File: src/serial_pkg.sv
// shared constants and types for the async serial buffer and mode block
// Function
// - 7-bit LSB-first data lands in bits 0-6
// - 7-bit MSB-first data lands in bits 1-7
// - overrun keeps new character out of buffer
// - receive buffer read-only; both buffers reset FFh
// - writing transmit buffer starts a transmission
// - software never writes transmit buffer while full
// - software waits one base clock before data
// - shifter loads at once, or as the last bit ends
// - load and shift on base clock edges
// - mode register layout, reset value 01h
// - power off gates clock, resets unit asynchronously
// - power off forces output and input high
// - enables synchronised; clearing resets tx/rx circuit
// - parity field selects none, zero, odd, even
// - zero-parity mode never flags parity errors
// - length bit selects seven or eight bits
// - one or two stop bits sent, one checked
// - routing bit steers errors to one interrupt
// - software powers first, disables before power-off
// - enabling reception on low line starts receiving
// - software waits two base clocks before re-enabling
// - software disables before changing frame settings
package serial_pkg;
   localparam logic [15:0] MODE_ADDR       = 16'hFF50;
   localparam logic [15:0] TX_BUF_ADDR     = 16'hFF51;
   localparam logic [15:0] RX_BUF_ADDR     = 16'hFF52;
   localparam logic [15:0] RX_ERR_ADDR     = 16'hFF53;
   localparam logic [15:0] TX_STAT_ADDR    = 16'hFF55;
   localparam logic [7:0]  MODE_RESET      = 8'h01;
   localparam logic [7:0]  BUF_RESET       = 8'hFF;
   localparam int          POWER_BIT       = 7;
   localparam int          TX_EN_BIT       = 6;
   localparam int          RX_EN_BIT       = 5;
   localparam int          PAR_HI_BIT      = 4;
   localparam int          PAR_LO_BIT      = 3;
   localparam int          LEN_BIT         = 2;
   localparam int          STOP_BIT        = 1;
   localparam int          ROUTE_BIT       = 0;
   localparam int          PE_BIT          = 2;
   localparam int          FE_BIT          = 1;
   localparam int          OVE_BIT         = 0;
   localparam int          TXBF_BIT        = 1;
   localparam int          TXSF_BIT        = 0;
   typedef enum logic [1:0] {PAR_NONE, PAR_ZERO, PAR_ODD, PAR_EVEN} parity_t;
   // base clock is the 50 MHz clock divided down; bit time in base clocks
   localparam int          MCLK_HZ         = 50_000_000;
   localparam int          BASE_DIV        = 4;
   localparam int          BIT_BASE_CLKS   = 8;
   localparam int          SAMPLE_POINT    = BIT_BASE_CLKS / 2;
   // software waits, in base clocks, plus one base clock of sync margin
   localparam int          TX_WRITE_WAIT_BASE = 1;
   localparam int          REENABLE_WAIT_BASE = 2;
   localparam int          SYNC_MARGIN_BASE   = 1;
   localparam int          TX_WRITE_WAIT_MCLK = (TX_WRITE_WAIT_BASE + SYNC_MARGIN_BASE) * BASE_DIV;
   localparam int          REENABLE_WAIT_MCLK = (REENABLE_WAIT_BASE + SYNC_MARGIN_BASE) * BASE_DIV;
endpackage

File: src/serial_cpu_if.sv
// register port and interrupt lines between the serial unit and its controller
interface serial_cpu_if;
   logic [15:0] addr;
   logic        wr;
   logic        rd;
   logic [7:0]  wdata;
   logic [7:0]  rdata;
   logic        rx_done_irq;
   logic        rx_error_irq;
   logic        tx_done_irq;
   modport dev  (input addr, wr, rd, wdata, output rdata, rx_done_irq, rx_error_irq, tx_done_irq);
   modport host (output addr, wr, rd, wdata, input rdata, rx_done_irq, rx_error_irq, tx_done_irq);
endinterface

File: src/serial_device.sv
// async serial unit: mode register, data buffers, transmit and receive shifters
module serial_device (
   input  wire logic   mclk,
   input  wire logic   rst_n,
   serial_cpu_if.dev   cpu,
   input  wire logic   serial_in_pin,
   input  wire logic   msb_first,
   output logic        serial_out_pin
);
   localparam int DIV_W = $clog2(serial_pkg::BASE_DIV);
   localparam int SUB_W = $clog2(serial_pkg::BIT_BASE_CLKS);

   typedef enum logic {RX_IDLE, RX_RUN} rx_state_t;

   // first data bit order and framing of one character
   function automatic logic [11:0] build_frame(input logic [7:0] d, input logic [7:0] m, input logic msb);
      logic [7:0]  o;
      logic [11:0] f;
      logic        p;
      int          n;
      o = msb ? {<<{d}} : d;
      f = 12'hFFF;
      f[0] = 1'b0;
      p = 1'b0;
      n = m[serial_pkg::LEN_BIT] ? 8 : 7;
      for (int i = 0; i < 8; i++) begin
         if (i < n) begin
            f[i + 1] = o[i];
            p = p ^ o[i];
         end
      end
      case (serial_pkg::parity_t'(m[serial_pkg::PAR_HI_BIT:serial_pkg::PAR_LO_BIT]))
         serial_pkg::PAR_ZERO: f[n + 1] = 1'b0;
         serial_pkg::PAR_ODD:  f[n + 1] = ~p;
         serial_pkg::PAR_EVEN: f[n + 1] = p;
         default:              f[n + 1] = 1'b1;
      endcase
      return f;
   endfunction

   // number of data bits from the mode register
   function automatic logic [3:0] data_bits(input logic [7:0] m);
      return m[serial_pkg::LEN_BIT] ? 4'h8 : 4'h7;
   endfunction

   logic [7:0]       mode;
   logic [DIV_W-1:0] div_cnt;
   logic             tx_en_s;
   logic             rx_en_s;
   logic             in_meta;
   logic             in_sync;
   logic [7:0]       tx_data_buffer;
   logic             tx_buffer_full_flag;
   logic             tx_busy;
   logic [11:0]      tx_shift_reg;
   logic [3:0]       tx_left;
   logic [SUB_W-1:0] tx_sub;
   rx_state_t        rx_state;
   logic [SUB_W-1:0] rx_sub;
   logic [3:0]       rx_idx;
   logic [7:0]       rx_shift_reg;
   logic             rx_xor;
   logic [7:0]       rx_data_buffer;
   logic             rx_full;
   logic             parity_error_flag;
   logic             framing_error_flag;
   logic             overrun_flag;
   logic [7:0]       rdata_q;

   // register decode
   wire              wr_mode   = cpu.wr && cpu.addr == serial_pkg::MODE_ADDR;
   wire              wr_txbuf  = cpu.wr && cpu.addr == serial_pkg::TX_BUF_ADDR;
   wire              rd_rxbuf  = cpu.rd && cpu.addr == serial_pkg::RX_BUF_ADDR;
   wire              rd_rxerr  = cpu.rd && cpu.addr == serial_pkg::RX_ERR_ADDR;
   wire              power     = mode[serial_pkg::POWER_BIT];
   wire              route     = mode[serial_pkg::ROUTE_BIT];
   wire [1:0]        par_code  = mode[serial_pkg::PAR_HI_BIT:serial_pkg::PAR_LO_BIT];
   wire              has_par   = par_code != 2'h0;
   wire [3:0]        n_bits    = data_bits(mode);
   // power off is an asynchronous reset of the unit apart from mode, transmit buffer, pin flops and read data
   wire              unit_rst_n = rst_n & power;
   // base clock enable; held off while power is off
   wire              base_tick = div_cnt == DIV_W'(serial_pkg::BASE_DIV - 1);
   wire              rx_line   = power ? in_sync : 1'b1;

   // mode register, writable at any time; software keeps its ordering
   always_ff @(posedge mclk or negedge rst_n) begin
      if (!rst_n) mode <= serial_pkg::MODE_RESET;
      else if (wr_mode) mode <= cpu.wdata;
   end

   // base clock divider
   always_ff @(posedge mclk or negedge unit_rst_n) begin
      if (!unit_rst_n) div_cnt <= '0;
      else div_cnt <= base_tick ? '0 : div_cnt + 1'b1;
   end

   // enables sampled on base clock so circuits reset in step with it
   always_ff @(posedge mclk or negedge unit_rst_n) begin
      if (!unit_rst_n) begin
         tx_en_s <= 1'b0;
         rx_en_s <= 1'b0;
      end else if (base_tick) begin
         tx_en_s <= mode[serial_pkg::TX_EN_BIT];
         rx_en_s <= mode[serial_pkg::RX_EN_BIT];
      end
   end

   // input pin crosses into mclk through two flops
   always_ff @(posedge mclk or negedge rst_n) begin
      if (!rst_n) begin
         in_meta <= 1'b1;
         in_sync <= 1'b1;
      end else begin
         in_meta <= serial_in_pin;
         in_sync <= in_meta;
      end
   end

   // transmit buffer keeps its value over power cycles
   always_ff @(posedge mclk or negedge rst_n) begin
      if (!rst_n) tx_data_buffer <= serial_pkg::BUF_RESET;
      else if (wr_txbuf) tx_data_buffer <= cpu.wdata;
   end

   // buffer plus shifter form the two-entry transmit path
   wire tx_bit_end = tx_busy && tx_sub == SUB_W'(serial_pkg::BIT_BASE_CLKS - 1);
   wire tx_frame_end = tx_bit_end && tx_left == 4'h1;
   wire tx_load = base_tick && tx_en_s && tx_buffer_full_flag && (!tx_busy || tx_frame_end);
   wire [3:0] frame_len = 4'h2 + n_bits + {3'h0, has_par} + {3'h0, mode[serial_pkg::STOP_BIT]};

   always_ff @(posedge mclk or negedge unit_rst_n) begin
      if (!unit_rst_n) tx_buffer_full_flag <= 1'b0;
      else if (!tx_en_s) tx_buffer_full_flag <= 1'b0;
      else if (wr_txbuf) tx_buffer_full_flag <= 1'b1;
      else if (tx_load) tx_buffer_full_flag <= 1'b0;
   end

   // shifter moves only on base clock ticks (the falling edge of the base clock)
   always_ff @(posedge mclk or negedge unit_rst_n) begin
      if (!unit_rst_n) begin
         tx_busy      <= 1'b0;
         tx_shift_reg <= 12'hFFF;
         tx_left      <= 4'h0;
         tx_sub       <= '0;
      end else if (base_tick) begin
         if (!tx_en_s) begin
            tx_busy <= 1'b0;
         end else if (tx_load) begin
            tx_busy      <= 1'b1;
            tx_shift_reg <= build_frame(tx_data_buffer, mode, msb_first);
            tx_left      <= frame_len;
            tx_sub       <= '0;
         end else if (tx_frame_end) begin
            tx_busy <= 1'b0;
         end else if (tx_bit_end) begin
            tx_shift_reg <= {1'b1, tx_shift_reg[11:1]};
            tx_left      <= tx_left - 4'h1;
            tx_sub       <= '0;
         end else if (tx_busy) begin
            tx_sub <= tx_sub + 1'b1;
         end
      end
   end

   // line drive; high whenever idle or unpowered
   always_ff @(posedge mclk or negedge rst_n) begin
      if (!rst_n) serial_out_pin <= 1'b1;
      else if (!power || !tx_busy) serial_out_pin <= 1'b1;
      else serial_out_pin <= tx_shift_reg[0];
   end

   // receive framing: start, data, optional parity, one stop
   wire       rx_sample = base_tick && rx_state == RX_RUN && rx_sub == SUB_W'(serial_pkg::SAMPLE_POINT);
   wire [3:0] stop_idx  = n_bits + 4'h1 + {3'h0, has_par};
   wire       rx_done   = rx_sample && rx_idx == stop_idx;
   wire       pe_now    = (par_code == 2'h2) ? ~rx_xor : (par_code == 2'h3) ? rx_xor : 1'b0;
   wire       fe_now    = ~rx_line;
   wire       err_now   = pe_now | fe_now | rx_full;
   wire [7:0] rx_lsb    = mode[serial_pkg::LEN_BIT] ? rx_shift_reg : {1'b0, rx_shift_reg[7:1]};
   wire [7:0] rx_msb    = mode[serial_pkg::LEN_BIT] ? rx_shift_reg : {rx_shift_reg[6:0], 1'b0};

   always_ff @(posedge mclk or negedge unit_rst_n) begin
      if (!unit_rst_n) begin
         rx_state     <= RX_IDLE;
         rx_sub       <= '0;
         rx_idx       <= 4'h0;
         rx_shift_reg <= serial_pkg::BUF_RESET;
         rx_xor       <= 1'b0;
      end else if (base_tick) begin
         case (rx_state)
            RX_IDLE: begin
               rx_sub <= '0;
               rx_idx <= 4'h0;
               rx_xor <= 1'b0;
               // a low line at enable counts as a start bit
               if (rx_en_s && !rx_line) rx_state <= RX_RUN;
            end
            RX_RUN: begin
               rx_sub <= rx_sub + 1'b1;
               if (!rx_en_s) begin
                  rx_state <= RX_IDLE;
               end else if (rx_sample) begin
                  rx_idx <= rx_idx + 4'h1;
                  if (rx_idx == 4'h0 && rx_line) begin
                     rx_state <= RX_IDLE;
                  end else if (rx_idx != 4'h0 && rx_idx <= n_bits) begin
                     rx_shift_reg <= msb_first ? {rx_shift_reg[6:0], rx_line} : {rx_line, rx_shift_reg[7:1]};
                     rx_xor       <= rx_xor ^ rx_line;
                  end else if (rx_idx != 4'h0 && !rx_done) begin
                     rx_xor <= rx_xor ^ rx_line;
                  end else if (rx_done) begin
                     rx_state <= RX_IDLE;
                  end
               end
            end
            default: rx_state <= RX_IDLE;
         endcase
      end
   end

   // receive buffer and full flag; buffer is never written by software
   always_ff @(posedge mclk or negedge unit_rst_n) begin
      if (!unit_rst_n) begin
         rx_data_buffer <= serial_pkg::BUF_RESET;
         rx_full        <= 1'b0;
      end else if (rx_done && !rx_full) begin
         rx_data_buffer <= msb_first ? rx_msb : rx_lsb;
         rx_full        <= 1'b1;
      end else if (rd_rxbuf) begin
         rx_full <= 1'b0;
      end
   end

   // error flags: a new error wins over the clearing read
   always_ff @(posedge mclk or negedge unit_rst_n) begin
      if (!unit_rst_n) begin
         parity_error_flag  <= 1'b0;
         framing_error_flag <= 1'b0;
         overrun_flag       <= 1'b0;
      end else begin
         parity_error_flag  <= (rx_done & pe_now) | (parity_error_flag & ~rd_rxerr);
         framing_error_flag <= (rx_done & fe_now) | (framing_error_flag & ~rd_rxerr);
         overrun_flag       <= (rx_done & rx_full) | (overrun_flag & ~rd_rxerr);
      end
   end

   // one-cycle interrupt pulses
   always_ff @(posedge mclk or negedge unit_rst_n) begin
      if (!unit_rst_n) begin
         cpu.rx_done_irq  <= 1'b0;
         cpu.rx_error_irq <= 1'b0;
         cpu.tx_done_irq  <= 1'b0;
      end else begin
         cpu.rx_done_irq  <= rx_done & (~err_now | route);
         cpu.rx_error_irq <= rx_done & err_now & ~route;
         cpu.tx_done_irq  <= base_tick & tx_en_s & tx_frame_end;
      end
   end

   // read data, registered one cycle after the strobe; unmapped reads zero
   wire [7:0] read_mux =
      (cpu.addr == serial_pkg::MODE_ADDR)    ? mode :
      (cpu.addr == serial_pkg::TX_BUF_ADDR)  ? tx_data_buffer :
      (cpu.addr == serial_pkg::RX_BUF_ADDR)  ? rx_data_buffer :
      (cpu.addr == serial_pkg::RX_ERR_ADDR)  ? {5'h00, parity_error_flag, framing_error_flag, overrun_flag} :
      (cpu.addr == serial_pkg::TX_STAT_ADDR) ? {6'h00, tx_buffer_full_flag, tx_busy} : 8'h00;

   always_ff @(posedge mclk or negedge rst_n) begin
      if (!rst_n) rdata_q <= 8'h00;
      else if (cpu.rd) rdata_q <= read_mux;
   end

   assign cpu.rdata = rdata_q;
endmodule

File: src/flat_wrapper.sv
// flat-port wrapper written by rule: the top's interface ports become plain ports
module serial_device_flat 
  (mclk, rst_n, serial_in_pin, msb_first, serial_out_pin, cpu_addr, cpu_wr, cpu_rd, cpu_wdata, cpu_rdata, cpu_rx_done_irq, cpu_rx_error_irq, cpu_tx_done_irq);
  serial_cpu_if cpu_i ();
  input  wire logic mclk;
  input  wire logic rst_n;
  input  wire logic serial_in_pin;
  input  wire logic msb_first;
  output logic serial_out_pin;
  input wire logic [$bits(cpu_i.addr)-1:0] cpu_addr;
  input wire logic [$bits(cpu_i.wr)-1:0] cpu_wr;
  input wire logic [$bits(cpu_i.rd)-1:0] cpu_rd;
  input wire logic [$bits(cpu_i.wdata)-1:0] cpu_wdata;
  output wire logic [$bits(cpu_i.rdata)-1:0] cpu_rdata;
  output wire logic [$bits(cpu_i.rx_done_irq)-1:0] cpu_rx_done_irq;
  output wire logic [$bits(cpu_i.rx_error_irq)-1:0] cpu_rx_error_irq;
  output wire logic [$bits(cpu_i.tx_done_irq)-1:0] cpu_tx_done_irq;
  assign cpu_i.addr = cpu_addr;
  assign cpu_i.wr = cpu_wr;
  assign cpu_i.rd = cpu_rd;
  assign cpu_i.wdata = cpu_wdata;
  assign cpu_rdata = cpu_i.rdata;
  assign cpu_rx_done_irq = cpu_i.rx_done_irq;
  assign cpu_rx_error_irq = cpu_i.rx_error_irq;
  assign cpu_tx_done_irq = cpu_i.tx_done_irq;
  serial_device u_core (.mclk(mclk), .rst_n(rst_n), .cpu(cpu_i), .serial_in_pin(serial_in_pin), .msb_first(msb_first), .serial_out_pin(serial_out_pin));
endmodule
File: config.mk
export PLATFORM = sky130hd
export DESIGN_NAME = serial_device_flat
export DESIGN_NICKNAME = d
export VERILOG_FILES = /design/src/serial_pkg.sv /design/src/serial_cpu_if.sv /design/src/serial_device.sv /design/src/flat_wrapper.sv
export SDC_FILE = /design/constraint.sdc
export NUM_CORES = 1
export LEC_CHECK = 0
export CORE_ASPECT_RATIO = 0.75
export CORE_UTILIZATION = 53
export CTS_BUF_LIST = sky130_fd_sc_hd__clkbuf_2
export CTS_CLUSTER_DIAMETER = 30
export DETAILED_ROUTE_END_ITERATION = 10
export DONT_BUFFER_PORTS = 1
export PLACE_DENSITY_LB_ADDON = 0.2
export SYNTH_ARGS = -nofsm -noshare
export SYNTH_HDL_FRONTEND = slang
export SYNTH_SLANG_ARGS = --single-unit
File: constraint.sdc
create_clock -name mclk -period 2.08 [get_ports mclk]
set_input_delay 0 -clock mclk [delete_from_list [all_inputs] [get_ports mclk]]
set_output_delay 0 -clock mclk [all_outputs]
set_load 0.01 [all_outputs]
==> qor.yml <==
status:
  status: "complete, but fails checks"
  violations: "setup timing"
clock_network:
  cts_tree: "done"
  clock_latency_ns: 0.56
  htree_num_levels: 3
  cts_buffers: 9
  clock_sinks: 83
  clockRootBuffer: "clkbuf_2"
  cts.path.max_buffers: 2
  clk_pin_slew_ns: 0.22
logic_synthesis:
  ys_warn_count: 0
  ys_top_cells_by_area: "dfrtp_1 25%, dfstp_2 24%, mux2_1 7.0%, ha_1 4.9%, mux2i_1 4.8%"
  ys_ff_latch: 83
  synthTopCellsByCount: "44 x dfrtp_1, 39 x dfstp_2, 35 x nand2_1"
  ys_seq_area_share_pct: 48.8
  synth.largest_area_cell: "dfrtp_1"
  synthFlopType: "dfrtp_1"
  yosysTopAreaCellShare_pct: 25.3
  synth-async-reset-ratio_pct: 100
  synthCells: 397
  syn-cell-area_um2: 4360
  syn_area_per_cell_um2: 11.0
  synth.distinct_cells: 64
  synthMostInstantiatedCell: "dfrtp_1"
  synth-edff-count: 0
  syn_nets: 445
placement:
  gp_congestion: 0.848
  place_ws_ns: -0.0417
  hpwl_mm: 6.88
  numPortBuffers: 0
worst_setup_path:
  path_max_fanout: 6
  crit_chain: "inv_2, ha_1, a21oi_1, a21oi_2, nor3_2, buf_4, mux2_1"
  crit_type: "reg -> reg"
  cp-end-kind: "register"
  rrSetupSlack_ns: -0.01
  r2r_start: "u_core.mode[2]$_DFFE_PN0P_"
  crit_required_ns: 2.59
  critical_path_arrival_ns: 2.60
  max_stage_delay_ns: 0.52
  r2r-end: "u_core.rx_shift_reg[0]$_DFFE_PN1P_"
  crit_family: "flip-flops"
  crit_path_start_kind: "register"
  r2r_cells: 7
  crit_buf_inv: 2
  crit_slowest_cell: "dfrtp_2"
global_route:
  grt_pass1_wl_mm: 16.3
  grt.total_usage_pct: 25.2
  overflow: 0
  grt_antenna_before_repair: 1
  grt_pass1_vias: 3276
  grt_max_degree: 33
detailed_routing:
  postRouteAntennaNets: 0
  remaining_drc_errors: 0
  viasPerCell: 5.71
  dr.pass1.iters: 4
  via_count: 3307
  wl_per_cell_um: 17.6
  wirelength_mm: 10.2
  drt_iter0_drc: 146
finish:
  nets: 517
  multi_input_area_um2: 2230
  syn_to_final_growth_pct: 23.6
  largest_register_ffs: 11
  diodes: 0
  drive_above_1_share_pct: 27.2
  seq_area_um2: 2130
  fillers: 588
sta:
  max_freq_ghz: 0.478
  fin_tns_setup_ns: -0.0244
  holdWs_ns: 0.122
  fin_skew_ns: 0.0157
  rsz0062_at_grt: "yes"
  relSlewSlack_pct: 30.9
  tightest_slew_ns: 1.04
  setup_slack_ns: -0.0129
  hold_viol: 0
  slew_violations: 0
  setup_viol: 2
  min_period_ns: 2.09
  period_share_pct: 101
worst_hold_path:
  min-delay-start: "cpu_wdata[6]"
  worst_hold_path.endpoint: "u_core.mode[6]$_DFFE_PN0P_"
  min_path_cells: 2
  worst_hold_path_type: "in -> reg"
die:
  die-area_um2: 8600
  fp.coreArea_um2: 7920
  ioPinCount: 42
  placementRows: 28
  die_w_um: 107
  start_util_pct: 55.1
  die_h_um: 80.5
power:
  finalPower_w: 0.00257
  ir_worst_vdd_mv: 0.389
  p_leak_nw: 2.43
  power.density_nw_per_um2: 478
run:
  maxCapViolCount: 0
cell usage in the layout (no fill, tap or decap), types with 6 or more instances in the layout:
cell type | netlist | routed
a22oi_1 | 9 | 9
ha_1 | 17 | 14
o21ai_1 | 17 | 17
inv_1 | 17 | 16
mux2i_1 | 21 | 21
dlygate4sd3_1 | 0 | 40
nor2_1 | 28 | 26
buf_4 | 1 | 26
nand4_1 | 7 | 7
clkbuf_2 | 0 | 9
mux2_4 | 0 | 8
o21ai_0 | 14 | 14
o2bb2ai_1 | 6 | 6
mux2_1 | 27 | 19
dfrtp_1 | 44 | 43
nand2_1 | 35 | 34
a21oi_1 | 20 | 19
dfstp_2 | 39 | 39
xnor2_1 | 12 | 11
per-layer routing:
layer / vias up / part of all wire [%] / track usage (%)
li1: 1569 / - / -
met1: 1659 / 47 / 34.8
met2: 69 / 47 / 38.7
met3: 10 / 5.0 / 6.49
met4: 0 / 0.85 / 8.08
met5: - / 0 / 0
how the worst max path moves through the flow:
stage	start	end	slack, ns	cells past startpoint
floorplan	u_core.mode[3]$_DFFE_PN0P_	u_core.rx_data_buffer[0]$_DFFE_PN1P_	-0.07	8
global placement	u_core.mode[2]$_DFFE_PN0P_	u_core.rx_xor$_DFFE_PN0P_	0.03	7
detailed placement	u_core.mode[2]$_DFFE_PN0P_	u_core.rx_xor$_DFFE_PN0P_	-0.04	7
CTS	cpu_addr[1]	u_core.tx_data_buffer[3]$_DFFE_PN1P_	0.006	8
global route	u_core.mode[2]$_DFFE_PN0P_	u_core.rx_shift_reg[0]$_DFFE_PN1P_	-0.09	7
finish	u_core.mode[2]$_DFFE_PN0P_	u_core.rx_shift_reg[0]$_DFFE_PN1P_	-0.01	7
where the power goes:
group	total [W]	internal (W)	switching, W
logic	0.000107	0.0000569	0.0000504
registers	0.00162	0.00162	0.000000697
clock network	0.000844	0.000272	0.000573
total	0.00257	0.00195	0.000624
cells by family after synthesis:
group	synth area share, %
AND/OR/NAND/NOR	13.2
AO/OA/AOI/OAI	13.2
flip-flops	48.8
multiplexers	12.6
buffers and inverters	3.36
adder cells (fa/ha/maj)	5.34
XOR/XNOR	3.56
final cells by class:
| type | instances | area share [%] |
|---|---|---|
| clock buffers | 9 | 0.836 |
| multi-input cells | 281 | 41.4 |
| inverters | 20 | 1.42 |
| clock inverters | 7 | 1.28 |
| repair buffers | 74 | 13.1 |
| well taps | 105 | 2.44 |
| flip-flops and latches | 83 | 39.5 |
metrics by stage:
| stage | cells | area (um2) | utilization, % |
|---|---|---|---|
| after floorplan | 397 | 4430 | - |
| after global placement | 514 | 4680 | 59.1 |
| after detailed placement | 514 | 4680 | 59.1 |
| after CTS | 576 | 5260 | 66.5 |
| after global routing | 579 | 5390 | 68.0 |
| final | 579 | 5390 | 68.0 |
repair_timing:
item / 4_1_cts / 5_1_grt
setup buffers: 2 / 3
hold buffers: 44 / 0
pin swaps: 3 / 3
hold endpoints to repair: 138 / 0
resized for setup: 2 / 23
endpoints found under the setup margin: 9 / 31
worst register-to-register path, stage by stage (launching register included):
cell and delay, ns:
dfrtp_2 0.52, inv_2 0.18, ha_1 0.29, a21oi_1 0.21
a21oi_2 0.12, nor3_2 0.26, buf_4 0.16, mux2_1 0.31
Note: power is estimated with default switching activity, not from simulation.
